===== config.mk =====
export PLATFORM = sky130hd
export DESIGN_NAME = dpath_core
export DESIGN_NICKNAME = d
export VERILOG_FILES = /design/src/core/dpath_tick.v /design/src/core/dpath_alu.v /design/src/core/dpath_core.v
export VERILOG_INCLUDE_DIRS = /design/src /design/src/core
export SDC_FILE = /design/constraint.sdc
export NUM_CORES = 1
export LEC_CHECK = 0
export BUFFER_PORTS_ARGS = -buffer_cell sky130_fd_sc_hd__buf_4
export CAP_MARGIN = 20
export CORE_MARGIN = 3
export CORE_UTILIZATION = 40
export DETAILED_ROUTE_END_ITERATION = 12
export GPL_ROUTABILITY_DRIVEN = 0
export GPL_TIMING_DRIVEN = 0
export HOLD_SLACK_MARGIN = 0.03
export SLEW_MARGIN = 25
export SYNTH_ARGS = -nofsm -noshare
export SYNTH_HDL_FRONTEND = slang
export SYNTH_SLANG_ARGS = --single-unit

===== constraint.sdc =====
create_clock -name MCLK -period 4.98 [get_ports MCLK]
set_input_delay 0.249 -clock MCLK [delete_from_list [all_inputs] [get_ports MCLK]]
set_output_delay 0.249 -clock MCLK [all_outputs]
set_load 0.03 [all_outputs]

===== src/core/dpath_defines.vh =====
`ifndef DPATH_DEFINES_VH
`define DPATH_DEFINES_VH

// Operation codes on the command port
`define OP_MOVE_BYTE 4'h0
`define OP_EXCHANGE_BYTE 4'h1
`define OP_MOVE_WORD 4'h2
`define OP_EXCHANGE_WORD 4'h3
`define OP_ADD 4'h4
`define OP_ADD_WITH_CARRY 4'h5
`define OP_SUB 4'h6
`define OP_SUBTRACT_WITH_BORROW 4'h7
`define OP_AND 4'h8
`define OP_OR 4'h9
`define OP_XOR 4'ha
`define OP_BIT_SET 4'hb
`define OP_BIT_CLEAR 4'hc
`define OP_BRANCH_REL 4'hd
`define OP_CALL_TABLE 4'he

// Operand location forms
`define FORM_IMM 4'h0
`define FORM_REG 4'h1
`define FORM_SADDR 4'h2
`define FORM_SFR 4'h3
`define FORM_ABS 4'h4
`define FORM_DE 4'h5
`define FORM_HL 4'h6
`define FORM_HL_BYTE 4'h7
`define FORM_PSW 4'h8

// Working register indices
`define IDX_X 3'h0
`define IDX_A 3'h1
`define IDX_C 3'h2
`define IDX_B 3'h3
`define IDX_E 3'h4
`define IDX_D 3'h5
`define IDX_L 3'h6
`define IDX_H 3'h7
`define PAIR_AX 2'h0

// Address windows
`define SADDR_LO 16'hfe20
`define SADDR_HI 16'hff1f
`define CALL_TABLE_LO 16'h0040
`define CALL_TABLE_HI 16'h007f

// Program status word layout and reset values
`define PSW_Z_BIT 6
`define PSW_HC_BIT 4
`define PSW_CY_BIT 0
`define PSW_RESET 8'h00
`define REG_RESET 8'h00

// Instruction lengths in CPU clocks
`define CYC_SHORT 4'h4
`define CYC_MID 4'h6
`define CYC_LONG 4'h8

`endif


===== src/core/dpath_tick.v =====
`timescale 1ns/1ps
`include "dpath_defines.vh"

module dpath_tick
(
  // Clock and reset
  input wire MCLK,
  input wire RST_B,
  // Rate select: divide by 1, 2, 4 or 8
  input wire [1:0] sel,
  // One-cycle CPU clock enable
  output wire tick
);

  reg [2:0] cnt_ff;
  wire [3:0] limit;

  assign limit = (4'h1 << sel) - 4'h1;
  // Compare with >= so a rate change mid-count cannot strand the counter
  assign tick = ({1'b0, cnt_ff} >= limit);

  always @(posedge MCLK or negedge RST_B)
  begin
    if (!RST_B)
      cnt_ff <= 3'h0;
    else if (tick)
      cnt_ff <= 3'h0;
    else
      cnt_ff <= cnt_ff + 3'h1;
  end

endmodule


===== src/core/dpath_alu.v =====
`timescale 1ns/1ps
`include "dpath_defines.vh"

module dpath_alu
(
  // Operands
  input wire [3:0] op,
  input wire [7:0] a,
  input wire [7:0] b,
  input wire cin,
  // Result and flags
  output reg [7:0] res,
  output wire z,
  output reg hc,
  output reg cy
);

  wire use_c;
  wire [8:0] sum;
  wire [4:0] sum_lo;
  wire [8:0] dif;
  wire [4:0] dif_lo;

  assign use_c = cin & ((op == `OP_ADD_WITH_CARRY) | (op == `OP_SUBTRACT_WITH_BORROW));
  assign sum = {1'b0, a} + {1'b0, b} + {8'h00, use_c};
  assign sum_lo = {1'b0, a[3:0]} + {1'b0, b[3:0]} + {4'h0, use_c};
  assign dif = {1'b0, a} - {1'b0, b} - {8'h00, use_c};
  assign dif_lo = {1'b0, a[3:0]} - {1'b0, b[3:0]} - {4'h0, use_c};
  assign z = (res == 8'h00);

  always @*
  begin
    res = 8'h00;
    hc = 1'b0;
    cy = 1'b0;
    case (op)
      `OP_ADD, `OP_ADD_WITH_CARRY:
      begin
        res = sum[7:0];
        cy = sum[8];
        hc = sum_lo[4];
      end
      `OP_SUB, `OP_SUBTRACT_WITH_BORROW:
      begin
        res = dif[7:0];
        cy = dif[8];
        hc = dif_lo[4];
      end
      `OP_AND: res = a & b;
      `OP_OR: res = a | b;
      `OP_XOR: res = a ^ b;
      default: res = 8'h00;
    endcase
  end

endmodule


===== src/core/dpath_core.v =====
// Contract
// - Eight byte registers X,A,C,B,E,D,L,H indexed 0-7
// - Four pairs AX,BC,DE,HL; first register high
// - Short direct window FE20-FF1F; words even
// - Absolute addresses full range; word transfers even
// - Call-table index even, 0040 to 007F
// - Relative offset is signed eight-bit
// - Bit number selects bit 0-7
// - Each flag unchanged, cleared, set, computed, restored
// - Clocks counted in selected CPU clock periods
// - Add immediate: sum, carry, zero, half; 4 clocks
// - Add with carry includes carry; 4 clocks
// - Subtract immediate: borrow into carry; 4 clocks
// - Subtract with borrow includes carry; 4 clocks
// - Short direct immediate arithmetic: RMW, 6 clocks
// - AND updates only zero flag
// - OR updates only zero; immediate 4 clocks
// - XOR on short direct writes back; 6 clocks
// - Based-indexed address is HL plus unsigned byte
// - Exchange with based-indexed: no flags, 8 clocks
// - Word move/exchange partner only BC, DE, HL
// - Carry, half carry, zero follow the result
`timescale 1ns/1ps
`include "dpath_defines.vh"

module dpath_core
(
  // Clock and reset
  input wire MCLK,
  input wire RST_B,
  // CPU clock select
  input wire [1:0] CPU_CLK_SEL,
  // Command
  input wire CMD_VALID,
  output wire CMD_READY,
  input wire [3:0] CMD_OP,
  input wire [3:0] CMD_FORM,
  input wire CMD_DIR,
  input wire CMD_SRC_IMM,
  input wire [2:0] CMD_REG,
  input wire [1:0] CMD_PAIR,
  input wire [7:0] CMD_BYTE,
  input wire [15:0] CMD_WORD,
  input wire [2:0] CMD_BIT,
  // Completion
  output wire CMD_DONE,
  output wire CMD_ERR,
  output wire BUSY,
  output wire [15:0] TARGET_PC,
  // Memory and special function registers
  output wire [15:0] MEM_ADDR,
  output wire MEM_RD,
  output wire MEM_WR,
  output wire [7:0] MEM_WDATA,
  input wire [7:0] MEM_RDATA,
  // Visible state
  output wire [7:0] PSW_OUT,
  output wire [7:0] ACC_OUT,
  input wire [2:0] PEEK_IDX,
  output wire [7:0] PEEK_DATA
);

  localparam S_IDLE = 7'b0000001;
  localparam S_RD = 7'b0000010;
  localparam S_RD2 = 7'b0000100;
  localparam S_EXEC = 7'b0001000;
  localparam S_WR = 7'b0010000;
  localparam S_WR2 = 7'b0100000;
  localparam S_WAIT = 7'b1000000;

  reg [6:0] state_ff;
  reg [3:0] op_ff;
  reg [3:0] form_ff;
  reg dir_ff;
  reg simm_ff;
  reg [2:0] reg_ff;
  reg [1:0] pair_ff;
  reg [7:0] byte_ff;
  reg [15:0] word_ff;
  reg [2:0] bit_ff;
  reg [3:0] clocks_ff;
  reg [3:0] cnt_ff;
  reg rd_word_ff;
  reg wr_ff;
  reg wr_word_ff;
  reg [7:0] tmp_ff;
  reg [15:0] addr_ff;
  reg [7:0] wdata_ff;
  reg [7:0] whi_ff;
  reg [15:0] target_ff;
  reg [7:0] psw_ff;
  reg done_ff;
  reg err_ff;

  wire tick;
  wire go;
  wire [63:0] regs_flat;
  wire [7:0] a_val;
  wire [7:0] x_val;
  wire [7:0] r_val;
  wire [7:0] ph_val;
  wire [7:0] pl_val;
  wire [7:0] alu_a;
  wire [7:0] alu_b;
  wire [7:0] alu_res;
  wire alu_z;
  wire alu_hc;
  wire alu_cy;
  wire [3:0] cmd_clocks;
  wire in_saddr;
  wire in_table;
  wire is_mem;
  wire needs_rd;
  wire legal;
  wire [15:0] hl_val;
  wire [15:0] de_val;
  reg [15:0] eff_addr;
  reg [7:0] src_b;
  reg [7:0] mv;
  reg [7:0] reg_we;
  reg [63:0] reg_wd;
  reg [7:0] psw_nxt;
  reg [7:0] wlo_nxt;
  reg [7:0] whi_nxt;
  reg [15:0] target_nxt;

  // Length of each accepted operation; zero marks an unsupported combination
  function [3:0] clocks_of;
    input [3:0] op;
    input [3:0] form;
    input dir;
    input simm;
    input [2:0] r;
    begin
      clocks_of = 4'h0;
      case (op)
        `OP_MOVE_BYTE:
          if (dir && simm)
            clocks_of = (form == `FORM_REG || form == `FORM_SADDR || form == `FORM_SFR || form == `FORM_PSW) ?
              `CYC_MID : 4'h0;
          else if (!simm)
            case (form)
              `FORM_REG, `FORM_SADDR, `FORM_SFR, `FORM_PSW: clocks_of = `CYC_SHORT;
              `FORM_ABS: clocks_of = `CYC_LONG;
              `FORM_DE, `FORM_HL, `FORM_HL_BYTE: clocks_of = `CYC_MID;
              default: clocks_of = 4'h0;
            endcase
        `OP_EXCHANGE_BYTE:
          if (!dir && !simm)
            case (form)
              `FORM_REG: clocks_of = (r == `IDX_X) ? `CYC_SHORT : `CYC_MID;
              `FORM_SADDR, `FORM_SFR: clocks_of = `CYC_MID;
              `FORM_DE, `FORM_HL, `FORM_HL_BYTE: clocks_of = `CYC_LONG;
              default: clocks_of = 4'h0;
            endcase
        `OP_MOVE_WORD:
          if (form == `FORM_IMM && dir && simm)
            clocks_of = `CYC_MID;
          else if (form == `FORM_REG && !simm)
            clocks_of = `CYC_SHORT;
          else if (form == `FORM_SADDR && !simm)
            clocks_of = dir ? `CYC_LONG : `CYC_MID;
        `OP_EXCHANGE_WORD:
          if (form == `FORM_REG && !dir && !simm)
            clocks_of = `CYC_LONG;
        `OP_ADD, `OP_ADD_WITH_CARRY, `OP_SUB, `OP_SUBTRACT_WITH_BORROW, `OP_AND, `OP_OR, `OP_XOR:
          if (dir)
            clocks_of = (form == `FORM_SADDR && simm) ? `CYC_MID : 4'h0;
          else if (!simm)
            case (form)
              `FORM_IMM, `FORM_REG, `FORM_SADDR: clocks_of = `CYC_SHORT;
              `FORM_ABS: clocks_of = `CYC_LONG;
              `FORM_HL, `FORM_HL_BYTE: clocks_of = `CYC_MID;
              default: clocks_of = 4'h0;
            endcase
        `OP_BIT_SET, `OP_BIT_CLEAR: clocks_of = `CYC_SHORT;
        `OP_BRANCH_REL: clocks_of = `CYC_MID;
        `OP_CALL_TABLE: clocks_of = `CYC_LONG;
        default: clocks_of = 4'h0;
      endcase
    end
  endfunction

  dpath_tick u_tick
  (
    .MCLK(MCLK),
    .RST_B(RST_B),
    .sel(CPU_CLK_SEL),
    .tick(tick)
  );

  dpath_alu u_alu
  (
    .op(op_ff),
    .a(alu_a),
    .b(alu_b),
    .cin(psw_ff[`PSW_CY_BIT]),
    .res(alu_res),
    .z(alu_z),
    .hc(alu_hc),
    .cy(alu_cy)
  );

  genvar gi;
  generate
    for (gi = 0; gi < 8; gi = gi + 1)
    begin : g_reg
      reg [7:0] q_ff;
      always @(posedge MCLK or negedge RST_B)
      begin
        if (!RST_B)
          q_ff <= `REG_RESET;
        else if (go && state_ff == S_EXEC && reg_we[gi])
          q_ff <= reg_wd[gi*8 +: 8];
      end
      assign regs_flat[gi*8 +: 8] = q_ff;
    end
  endgenerate

  assign go = tick;
  assign a_val = regs_flat[{`IDX_A, 3'b000} +: 8];
  assign x_val = regs_flat[{`IDX_X, 3'b000} +: 8];
  assign r_val = regs_flat[{reg_ff, 3'b000} +: 8];
  assign ph_val = regs_flat[{pair_ff, 1'b1, 3'b000} +: 8];
  assign pl_val = regs_flat[{pair_ff, 1'b0, 3'b000} +: 8];
  assign hl_val = {regs_flat[{`IDX_H, 3'b000} +: 8], regs_flat[{`IDX_L, 3'b000} +: 8]};
  assign de_val = {regs_flat[{`IDX_D, 3'b000} +: 8], regs_flat[{`IDX_E, 3'b000} +: 8]};

  // Operand checks made at acceptance
  assign cmd_clocks = clocks_of(CMD_OP, CMD_FORM, CMD_DIR, CMD_SRC_IMM, CMD_REG);
  assign in_saddr = (CMD_WORD >= `SADDR_LO) && (CMD_WORD <= `SADDR_HI);
  assign in_table = (CMD_WORD >= `CALL_TABLE_LO) && (CMD_WORD <= `CALL_TABLE_HI) && !CMD_WORD[0];
  assign legal = (cmd_clocks != 4'h0)
    && !(CMD_FORM == `FORM_SADDR && !in_saddr)
    && !(CMD_OP == `OP_MOVE_WORD && CMD_FORM == `FORM_SADDR && CMD_WORD[0])
    && !(CMD_OP == `OP_CALL_TABLE && !in_table)
    && !((CMD_OP == `OP_MOVE_WORD || CMD_OP == `OP_EXCHANGE_WORD) && CMD_FORM == `FORM_REG
      && CMD_PAIR == `PAIR_AX)
    && !((CMD_OP == `OP_MOVE_BYTE || CMD_OP == `OP_EXCHANGE_BYTE) && CMD_FORM == `FORM_REG
      && !CMD_SRC_IMM && CMD_REG == `IDX_A);
  assign is_mem = (CMD_FORM == `FORM_SADDR) || (CMD_FORM == `FORM_SFR) || (CMD_FORM == `FORM_ABS)
    || (CMD_FORM == `FORM_DE) || (CMD_FORM == `FORM_HL) || (CMD_FORM == `FORM_HL_BYTE);
  assign needs_rd = (is_mem && !(CMD_DIR && (CMD_OP == `OP_MOVE_BYTE || CMD_OP == `OP_MOVE_WORD)))
    || (CMD_OP == `OP_CALL_TABLE);

  always @*
  begin
    case (CMD_FORM)
      `FORM_DE: eff_addr = de_val;
      `FORM_HL: eff_addr = hl_val;
      `FORM_HL_BYTE: eff_addr = hl_val + {8'h00, CMD_BYTE};
      default: eff_addr = CMD_WORD;
    endcase
  end

  // Operand and ALU inputs; short direct destination reads its old value
  always @*
  begin
    case (form_ff)
      `FORM_IMM: src_b = byte_ff;
      `FORM_REG: src_b = r_val;
      `FORM_PSW: src_b = psw_ff;
      default: src_b = MEM_RDATA;
    endcase
  end
  assign alu_a = dir_ff ? MEM_RDATA : a_val;
  assign alu_b = dir_ff ? byte_ff : src_b;

  // Execute step: register, status and write-back values
  always @*
  begin
    mv = simm_ff ? byte_ff : a_val;
    reg_we = 8'h00;
    reg_wd = 64'h0;
    psw_nxt = psw_ff;
    wlo_nxt = wdata_ff;
    whi_nxt = whi_ff;
    target_nxt = target_ff;
    case (op_ff)
      `OP_MOVE_BYTE:
        if (!dir_ff)
        begin
          reg_we[`IDX_A] = 1'b1;
          reg_wd[{`IDX_A, 3'b000} +: 8] = src_b;
        end
        else if (form_ff == `FORM_REG)
        begin
          reg_we[reg_ff] = 1'b1;
          reg_wd[{reg_ff, 3'b000} +: 8] = mv;
        end
        else if (form_ff == `FORM_PSW)
          psw_nxt = mv;
        else
          wlo_nxt = mv;
      `OP_EXCHANGE_BYTE:
      begin
        reg_we[`IDX_A] = 1'b1;
        reg_wd[{`IDX_A, 3'b000} +: 8] = src_b;
        if (form_ff == `FORM_REG)
        begin
          reg_we[reg_ff] = 1'b1;
          reg_wd[{reg_ff, 3'b000} +: 8] = a_val;
        end
        else
          wlo_nxt = a_val;
      end
      `OP_MOVE_WORD, `OP_EXCHANGE_WORD:
        if (form_ff == `FORM_SADDR && dir_ff)
        begin
          wlo_nxt = x_val;
          whi_nxt = a_val;
        end
        else if (form_ff == `FORM_SADDR)
        begin
          reg_we[`IDX_A] = 1'b1;
          reg_we[`IDX_X] = 1'b1;
          reg_wd[15:0] = {MEM_RDATA, tmp_ff};
        end
        else
        begin
          if (dir_ff || op_ff == `OP_EXCHANGE_WORD)
          begin
            reg_we[{pair_ff, 1'b1}] = 1'b1;
            reg_we[{pair_ff, 1'b0}] = 1'b1;
            reg_wd[{pair_ff, 1'b1, 3'b000} +: 8] = (form_ff == `FORM_IMM) ? word_ff[15:8] : a_val;
            reg_wd[{pair_ff, 1'b0, 3'b000} +: 8] = (form_ff == `FORM_IMM) ? word_ff[7:0] : x_val;
          end
          if (!dir_ff)
          begin
            reg_we[`IDX_A] = 1'b1;
            reg_we[`IDX_X] = 1'b1;
            reg_wd[15:0] = {ph_val, pl_val};
          end
        end
      `OP_ADD, `OP_ADD_WITH_CARRY, `OP_SUB, `OP_SUBTRACT_WITH_BORROW, `OP_AND, `OP_OR, `OP_XOR:
      begin
        if (dir_ff)
          wlo_nxt = alu_res;
        else
        begin
          reg_we[`IDX_A] = 1'b1;
          reg_wd[{`IDX_A, 3'b000} +: 8] = alu_res;
        end
        psw_nxt[`PSW_Z_BIT] = alu_z;
        if (!op_ff[3])
        begin
          psw_nxt[`PSW_HC_BIT] = alu_hc;
          psw_nxt[`PSW_CY_BIT] = alu_cy;
        end
      end
      `OP_BIT_SET, `OP_BIT_CLEAR:
      begin
        reg_we[`IDX_A] = 1'b1;
        reg_wd[{`IDX_A, 3'b000} +: 8] = (op_ff == `OP_BIT_SET) ? (a_val | (8'h01 << bit_ff)) :
          (a_val & ~(8'h01 << bit_ff));
      end
      `OP_BRANCH_REL: target_nxt = word_ff + {{8{byte_ff[7]}}, byte_ff};
      `OP_CALL_TABLE: target_nxt = {MEM_RDATA, tmp_ff};
      default: target_nxt = target_ff;
    endcase
  end

  // Sequencer: every step but acceptance waits for a CPU clock enable
  always @(posedge MCLK or negedge RST_B)
  begin
    if (!RST_B)
    begin
      state_ff <= S_IDLE;
      op_ff <= `OP_MOVE_BYTE;
      form_ff <= `FORM_IMM;
      dir_ff <= 1'b0;
      simm_ff <= 1'b0;
      reg_ff <= 3'h0;
      pair_ff <= 2'h0;
      byte_ff <= 8'h00;
      word_ff <= 16'h0000;
      bit_ff <= 3'h0;
      clocks_ff <= 4'h0;
      cnt_ff <= 4'h0;
      rd_word_ff <= 1'b0;
      wr_ff <= 1'b0;
      wr_word_ff <= 1'b0;
      tmp_ff <= 8'h00;
      addr_ff <= 16'h0000;
      wdata_ff <= 8'h00;
      whi_ff <= 8'h00;
      target_ff <= 16'h0000;
      psw_ff <= `PSW_RESET;
      done_ff <= 1'b0;
      err_ff <= 1'b0;
    end
    else
    begin
      done_ff <= 1'b0;
      err_ff <= 1'b0;
      if (state_ff != S_IDLE && go)
        cnt_ff <= cnt_ff + 4'h1;
      case (state_ff)
        S_IDLE:
          if (CMD_VALID)
          begin
            if (!legal)
              err_ff <= 1'b1;
            else
            begin
              op_ff <= CMD_OP;
              form_ff <= CMD_FORM;
              dir_ff <= CMD_DIR;
              simm_ff <= CMD_SRC_IMM;
              reg_ff <= CMD_REG;
              pair_ff <= CMD_PAIR;
              byte_ff <= CMD_BYTE;
              word_ff <= CMD_WORD;
              bit_ff <= CMD_BIT;
              clocks_ff <= cmd_clocks;
              cnt_ff <= 4'h0;
              addr_ff <= eff_addr;
              rd_word_ff <= (CMD_OP == `OP_MOVE_WORD && !CMD_DIR) || (CMD_OP == `OP_CALL_TABLE);
              wr_ff <= is_mem && (CMD_DIR || CMD_OP == `OP_EXCHANGE_BYTE);
              wr_word_ff <= (CMD_OP == `OP_MOVE_WORD) && CMD_DIR;
              state_ff <= needs_rd ? S_RD : S_EXEC;
            end
          end
        S_RD:
          if (go)
          begin
            if (rd_word_ff)
            begin
              addr_ff <= addr_ff + 16'h0001;
              state_ff <= S_RD2;
            end
            else
              state_ff <= S_EXEC;
          end
        S_RD2:
          if (go)
          begin
            tmp_ff <= MEM_RDATA;
            state_ff <= S_EXEC;
          end
        S_EXEC:
          if (go)
          begin
            psw_ff <= psw_nxt;
            wdata_ff <= wlo_nxt;
            whi_ff <= whi_nxt;
            target_ff <= target_nxt;
            state_ff <= wr_ff ? S_WR : S_WAIT;
          end
        S_WR:
          if (go)
          begin
            if (wr_word_ff)
            begin
              addr_ff <= addr_ff + 16'h0001;
              wdata_ff <= whi_ff;
              state_ff <= S_WR2;
            end
            else
              state_ff <= S_WAIT;
          end
        S_WR2:
          if (go)
            state_ff <= S_WAIT;
        S_WAIT:
          if (go && cnt_ff == clocks_ff - 4'h1)
          begin
            done_ff <= 1'b1;
            state_ff <= S_IDLE;
          end
        default: state_ff <= S_IDLE;
      endcase
    end
  end

  assign CMD_READY = (state_ff == S_IDLE);
  assign BUSY = (state_ff != S_IDLE);
  assign CMD_DONE = done_ff;
  assign CMD_ERR = err_ff;
  assign TARGET_PC = target_ff;
  assign MEM_ADDR = addr_ff;
  assign MEM_RD = go && (state_ff == S_RD || state_ff == S_RD2);
  assign MEM_WR = go && (state_ff == S_WR || state_ff == S_WR2);
  assign MEM_WDATA = wdata_ff;
  assign PSW_OUT = psw_ff;
  assign ACC_OUT = a_val;
  assign PEEK_DATA = regs_flat[{PEEK_IDX, 3'b000} +: 8];

endmodule


Word-level counts from Yosys, hierarchy flattened:

Memories as Yosys holds them, arrays and structs flattened.
Index checks and enable logic that the tools add are counted.

* bits in registers: 193
* output and inout port bits: 70
* RAM bits: 0
* logic and storage cells: 381
* memories kept: 1
* bits in latches: 0
* bits of input ports: 58
* bits in read-only memories: 48

Memories
* (name not given): words 16, bits a word 3, read ports 1, clocked after Yosys merged registers in 0, wr ports 0, line dpath_core.v:142 `case (form)`

* multiplexer cells: 113
* $lt $le $gt $ge: 11
* shift-type cells: 13
* equal/unequal tests: 70
* reductions and logical operators: 109
* div/mod/pow operators: 0
* multipliers: 0
* $add $sub $neg: 18
* bitwise operators: 12

Operators with widths (number)
* 2-to-1 mux 64 bit: 4
* indexed part select 64 x 7 -> 8 bit: 4
* indexed part select 8 x 8 -> 64 bit: 4
* variable shift 8 x 8 -> 64 bit, first input constant: 3
* 2-to-1 mux 8 bit: 22
* case mux 48 bit (3 select lines): 1
* AND 64 bit: 2
* bitwise mux 64 bit: 2
* 2-to-1 mux 16 bit: 8
* 2-to-1 mux 48 bit: 2
* case mux 16 bit (3 select lines): 2
* 2-to-1 mux 7 bit: 13
* case mux 8 bit (5 select lines): 2
* == test 4 bit, second input constant: 16
* 2-to-1 mux 4 bit: 16
* case mux 7 bit (7 select lines): 1
* == test 4 x 3 -> 1 bit, second input constant: 12
* logical AND 1 bit: 48
* case mux 8 bit (3 select lines): 2
* case mux 16 bit (2 select lines): 1
* case mux 4 bit (8 select lines): 1
* case mux 8 bit (4 select lines): 1
* == test 4 x 2 -> 1 bit, second input constant: 7
* != test 2 bit, second input constant: 13
* other kinds (77): 159

Depth between registers and ports, before layout:

* word-level depth: 16
* depth in mapped cells: 21
* gate-level depth less buffers: 18

Hierarchy:

Synthesis repeated with hierarchy kept, for this count alone.

* cell total of the unflattened synthesis: 1819
* area, all modules: 16164.3 µm²

Modules (own cells, without submodules)
* dpath_core: seq. area each 4730.8 µm², cells each 1604, area an instance 14507.7 µm², instances 1
* dpath_alu: seq. area each 0.0 µm², cells each 196, area an instance 1452.6 µm², instances 1
* dpath_tick: seq. area each 75.1 µm², cells each 19, area an instance 203.9 µm², instances 1

Least setup slack after synthesis:

OpenSTA, ideal clock, no wires.

* path kind: reg-to-reg
* start: register form_ff[1]
* end: register psw_ff[0] (netlist: PSW_OUT[0])
* data required time: 4.855 ns
* data arrival time: 4.170 ns
* clock period less this slack: 4.295 ns
* path slack: 0.685 ns
* path buffers: 1
* setup time: 0.125 ns
* stages on the path, launching flop included: 17
* cells stage by stage: dfrtp_1 > nor4_2 > clkbuf_1 > a222oi_1 > o21ai_0 > mux2_2 > inv_1 > fa_1 > fa_1 > o21a_1 > nor2_1 > o21ai_0 > a31oi_1 > xnor2_1 > a22o_1 > o22ai_1 > mux2_2

* word-level cells in the longest chain between the ends: 8
* elaborated cells between the ends (all ways): 15
* classes of those cells: 4 x add/sub; 4 x eq/ne; 5 x mux; 2 x reduce/logical

RTL lines
* start: declaration: line dpath_core.v:73 `reg [3:0] form_ff;`
* start signal: assignment: line dpath_core.v:370 `` form_ff <= `FORM_IMM; ``
* == test 4 bit (tied with other cells): line dpath_core.v:259 `case (form_ff)`
* case mux 8 bit (3 select lines): line dpath_core.v:259
* 2-to-1 mux 8 bit: line dpath_core.v:267 `assign alu_b = dir_ff ? byte_ff : src_b;`
* subtractor 8 x 8 -> 9 bit or adder 8 x 8 -> 9 bit (tied branches): line dpath_alu.v:27, dpath_alu.v:25
* subtractor 9 x 1 -> 9 bit or adder 9 x 1 -> 9 bit (tied branches): line dpath_alu.v:27, dpath_alu.v:25
* case mux 1 bit (2 select lines): line dpath_alu.v:36 `case (op)`
* 2-to-1 mux 1 bit: line dpath_core.v:345 `if (!op_ff[3])`
* case mux 1 bit (2 select lines): line dpath_core.v:279 `case (op_ff)`
* end signal: assignment: line dpath_core.v:388 `` psw_ff <= `PSW_RESET; ``
* end signal: assignment: line dpath_core.v:444 `psw_ff <= psw_nxt;`
* end: declaration: line dpath_core.v:91 `reg [7:0] psw_ff;`

Several ways; a longest one is shown, not always the timed one. The select of a mux whose other input is x is not followed.
A chain may end at the register's enable or synchronous reset.

Worst setup path after layout:

* start: register form_ff[3]
* end: register wdata_ff[6] (netlist: MEM_WDATA[6])

* word-level cells in the longest chain between the ends: 10
* elaborated cells between the ends (all ways): 24
* classes of those cells: 4 x add/sub; 7 x eq/ne; 7 x mux; 3 x bitwise; 3 x reduce/logical

RTL lines
* == test 4 bit (tied with other cells): line dpath_core.v:259
* case mux 8 bit (3 select lines): line dpath_core.v:259
* 2-to-1 mux 8 bit: line dpath_core.v:267
* subtractor 8 x 8 -> 9 bit or adder 8 x 8 -> 9 bit (tied branches): line dpath_alu.v:27, dpath_alu.v:25
* subtractor 9 x 1 -> 9 bit or adder 9 x 1 -> 9 bit (tied branches): line dpath_alu.v:27, dpath_alu.v:25
* case mux 8 bit (5 select lines): line dpath_alu.v:36
* 2-to-1 mux 8 bit: line dpath_core.v:337 `if (dir_ff)`
* case mux 8 bit (4 select lines): line dpath_core.v:279
* 2-to-1 mux 8 bit: line dpath_core.v:442 `if (go)`
* case mux 8 bit (2 select lines): line dpath_core.v:398 `case (state_ff)`
* end signal: assignment: line dpath_core.v:445 `wdata_ff <= wlo_nxt;`
* end signal: assignment: line dpath_core.v:456 `wdata_ff <= whi_ff;`
* end: declaration: line dpath_core.v:88 `reg [7:0] wdata_ff;`

Several ways; a longest one is shown, not always the timed one. The select of a mux whose other input is x is not followed.

==> reports/results.ini <==
[worst_setup_path]
endpoint_kind=flop
critPathKind=reg2reg
worst_setup_path_start_kind=flop
r2r_end=MEM_WDATA[6]
worstPathMaxFanout=10
r2r_setup_slack_ns=0.22
crit_arrival_ns=5.12
reg2regPathDepth=16
crit_required_ns=5.35
r2r-start=form_ff[3]

[logic_synthesis]
syn_inst=1776
synth_compound_area_frac=0.231
synth-edff-count=0
synth.top_cells.by_count=196 x nand2_1, 191 x dfrtp_1, 169 x o21ai_0
synthSimpleGateAreaFrac=0.166
synth_top_area_frac=0.308
ys_ff_latch=192
synth_async_sr_flop_share=1.00
avgSynthCellArea_um2=8.73
synth_top_family_by_area=compound AO/OA/AOI/OAI gates
synth_adder_area_share=0.0602
ys_top_cells_by_area=dfrtp_1 31%, mux4_2 5.5%, o21ai_0 5.5%, ha_1 5.2%, mux2_2 4.8%
synth_nets=1905
muxShareOfSynthArea=0.158
synth_top_cell_by_area=dfrtp_1
seq_area_frac_synth=0.310
synth_cell_types=79
ys_warn_count=0
netlist_area_um2=15500
synth_xor_area_frac=0.0260
synthFlopType=dfrtp_1
synth.most_common_cell=nand2_1

[timing]
min_period_ns=4.76
slew_viol_final=0
finalSetupViolCount=0
finalCritPeriodShare=0.956
worst_slew_pin_slew_ns=1.08
fin_skew_ns=0.0173
hold_slack_ns=0.0354
hold_viol=0
slew_headroom=0.278
fmax_mhz=210
grt_setup_unrepaired=no
setup_ws_ns=0.222

[status]
run_status=completed

[pwr]
ir_drop_mv=0.319
cellLeakagePower_uw=0.00730
power.density_nw_per_um2=619

[final_layout]
multi_input_area_um2=10000
regArea_um2=4810
area_delta_synth_final_pct=16.1
nets=2066
drive_gt1_frac=0.170
fin_util=0.475
n_fill_cell=3712
final_area_um2=18000

[clocking]
htree_num_levels=4
cts_buffer_depth=2
cts_buffers=17
root_buffer=clkbuf_16
cts_sinks=192
clkLatencyLatePin_ns=0.48
path_clk_slew_ns=0.08
tritoncts=yes

[hold_path]
hp-class=in2reg
hold_depth=3
min_to=reg_ff[1]
worstHoldStart=CMD_REG[1]

[global_route]
antenna_found_initial=1
grt_overflow=0
use_met2=0.443
globalRoute.busiestLayer=met2
grtUsageMet1=0.393
grt_first_pass_wirelength_mm=94.1
grt_use_met3=0.0898
grt_max_degree=69
grt_usage=0.300
grt_pass1_vias=15048

[floorplan]
dieHeight_um=203
dieArea_um2=41200
core_area_um2=37900
start_util=0.409
fp.dieW_um=203
ios=128
rows=71

[route]
wl_per_cell_um=25.6
drtAntennaViolNets=0
first_pass_iters=8
drt_iter0_markers=2092
finalWirelength_mm=63.1
viasPerCell=6.46
num_vias=15888
drc=0

[place]
placed_area_um2=17200
pre_cts_ws_ns=-0.702
io_buffers=124
hpwl_mm=48.4

[run]
max_cap_violations=0

area by class of cell:
type                       count  share of cell area
clock inverter                14             0.00848
multi-input combinational   1397               0.558
timing repair buffer         144              0.0641
buffer                       111              0.0277
tap                          511              0.0355
clock buffer                  17              0.0236
sequential                   192               0.267
antenna                        1            0.000139
inverter                      74              0.0154
cell families after synthesis:
logic type,Yosys count
fa+ha+maj,71
mux,187
xor+xnor,46
compound gates,554
buf+inv,187
simple gates,539
flops,192
worst max-delay path, stage by stage, from the launching register on:
cell and delay, ns:
dfrtp_1 0.46, nor4_4 0.50, clkbuf_2 0.38, a222oi_1 0.17
o21ai_1 0.15, mux2_2 0.27, inv_1 0.10, fa_1 0.49
fa_1 0.46, o21a_1 0.20, nor2_1 0.21, o21ai_1 0.16
xnor2_1 0.19, o2111ai_2 0.26, o22ai_1 0.24, o21ai_0 0.10
mux2_2 0.28
power by group:
part | switching (µW) | leakage (µW) | internal (µW)
registers | 642 | 0.00251 | 1950
clock network | 717 | 0.000273 | 705
logic | 4450 | 0.00451 | 2690
metal layers:
layer	wire length, µm	up-vias	part of all wire
met4	4420	2	0.070
met2	26500	1063	0.42
li1	-	6958	-
met1	24700	7603	0.39
met3	7380	262	0.12
met5	13	-	0.00021
state kept, by name, indices dropped and copies added (netlist names), 7 cells and up:
register and count:
state_ff 7, tmp_ff 8, PSW_OUT 8, g.q_ff 56
MEM_WDATA 8, ACC_OUT 8, MEM_ADDR 16, word_ff 16
byte_ff 8, whi_ff 8, TARGET_PC 16
per-stage QoR:
stage | cells | power [µW] | TNS (ns)
floorplan | 1776 | 7060 | 0
finish | 2461 | 11200 | 0
global route | 2460 | 11800 | 0
global placement | 2411 | 9140 | -6.46
CTS | 2451 | 10800 | 0
detailed placement | 2414 | 9250 | -5.89
timing repair:
action                     in CTS  in global routing
hold endpoints to repair       71                  3
gates cloned                    0                  0
pin swaps                       0                  3
setup endpoints to repair      14                 11
hold buffers                    7                  3
setup buffers                   0                  4
gates resized for setup        12                 30
cells in the final DEF, fill, tap and decap left out, drive strengths merged, types with 17 or more instances in the layout:
cell    netlist  routed
mux2i        64      64
a211oi       20      20
nand2       196     196
nor3         45      45
ha           65      65
nor2b        18      18
clkbuf       82     100
mux4         38      38
nor2        126     126
buf          31     162
nand2b       21      21
mux2         85      85
inv          74      79
xnor2        30      30
a22oi        19      19
and3         17      17
nand3        42      42
dfrtp       191     191
o21ai       182     182
o22ai        40      40
a21oi        95      95
a31oi        21      21
o22a         55      55
nand4        18      18
worst max-delay path by stage:
stage                from           end  slack (ns)  cells after the start
4_1_cts            dir_ff  MEM_WDATA[6]       0.004                     14
2_1_floorplan  form_ff[1]    PSW_OUT[0]        0.68                     16
6_report       form_ff[3]  MEM_WDATA[6]        0.22                     16
3_5_place_dp       dir_ff  MEM_WDATA[6]       -0.70                     16
3_3_place_gp       dir_ff  MEM_WDATA[6]       -0.69                     16
5_1_grt         reg_ff[0]    ACC_OUT[5]        0.01                     18
(Power assumes the default switching activity.)
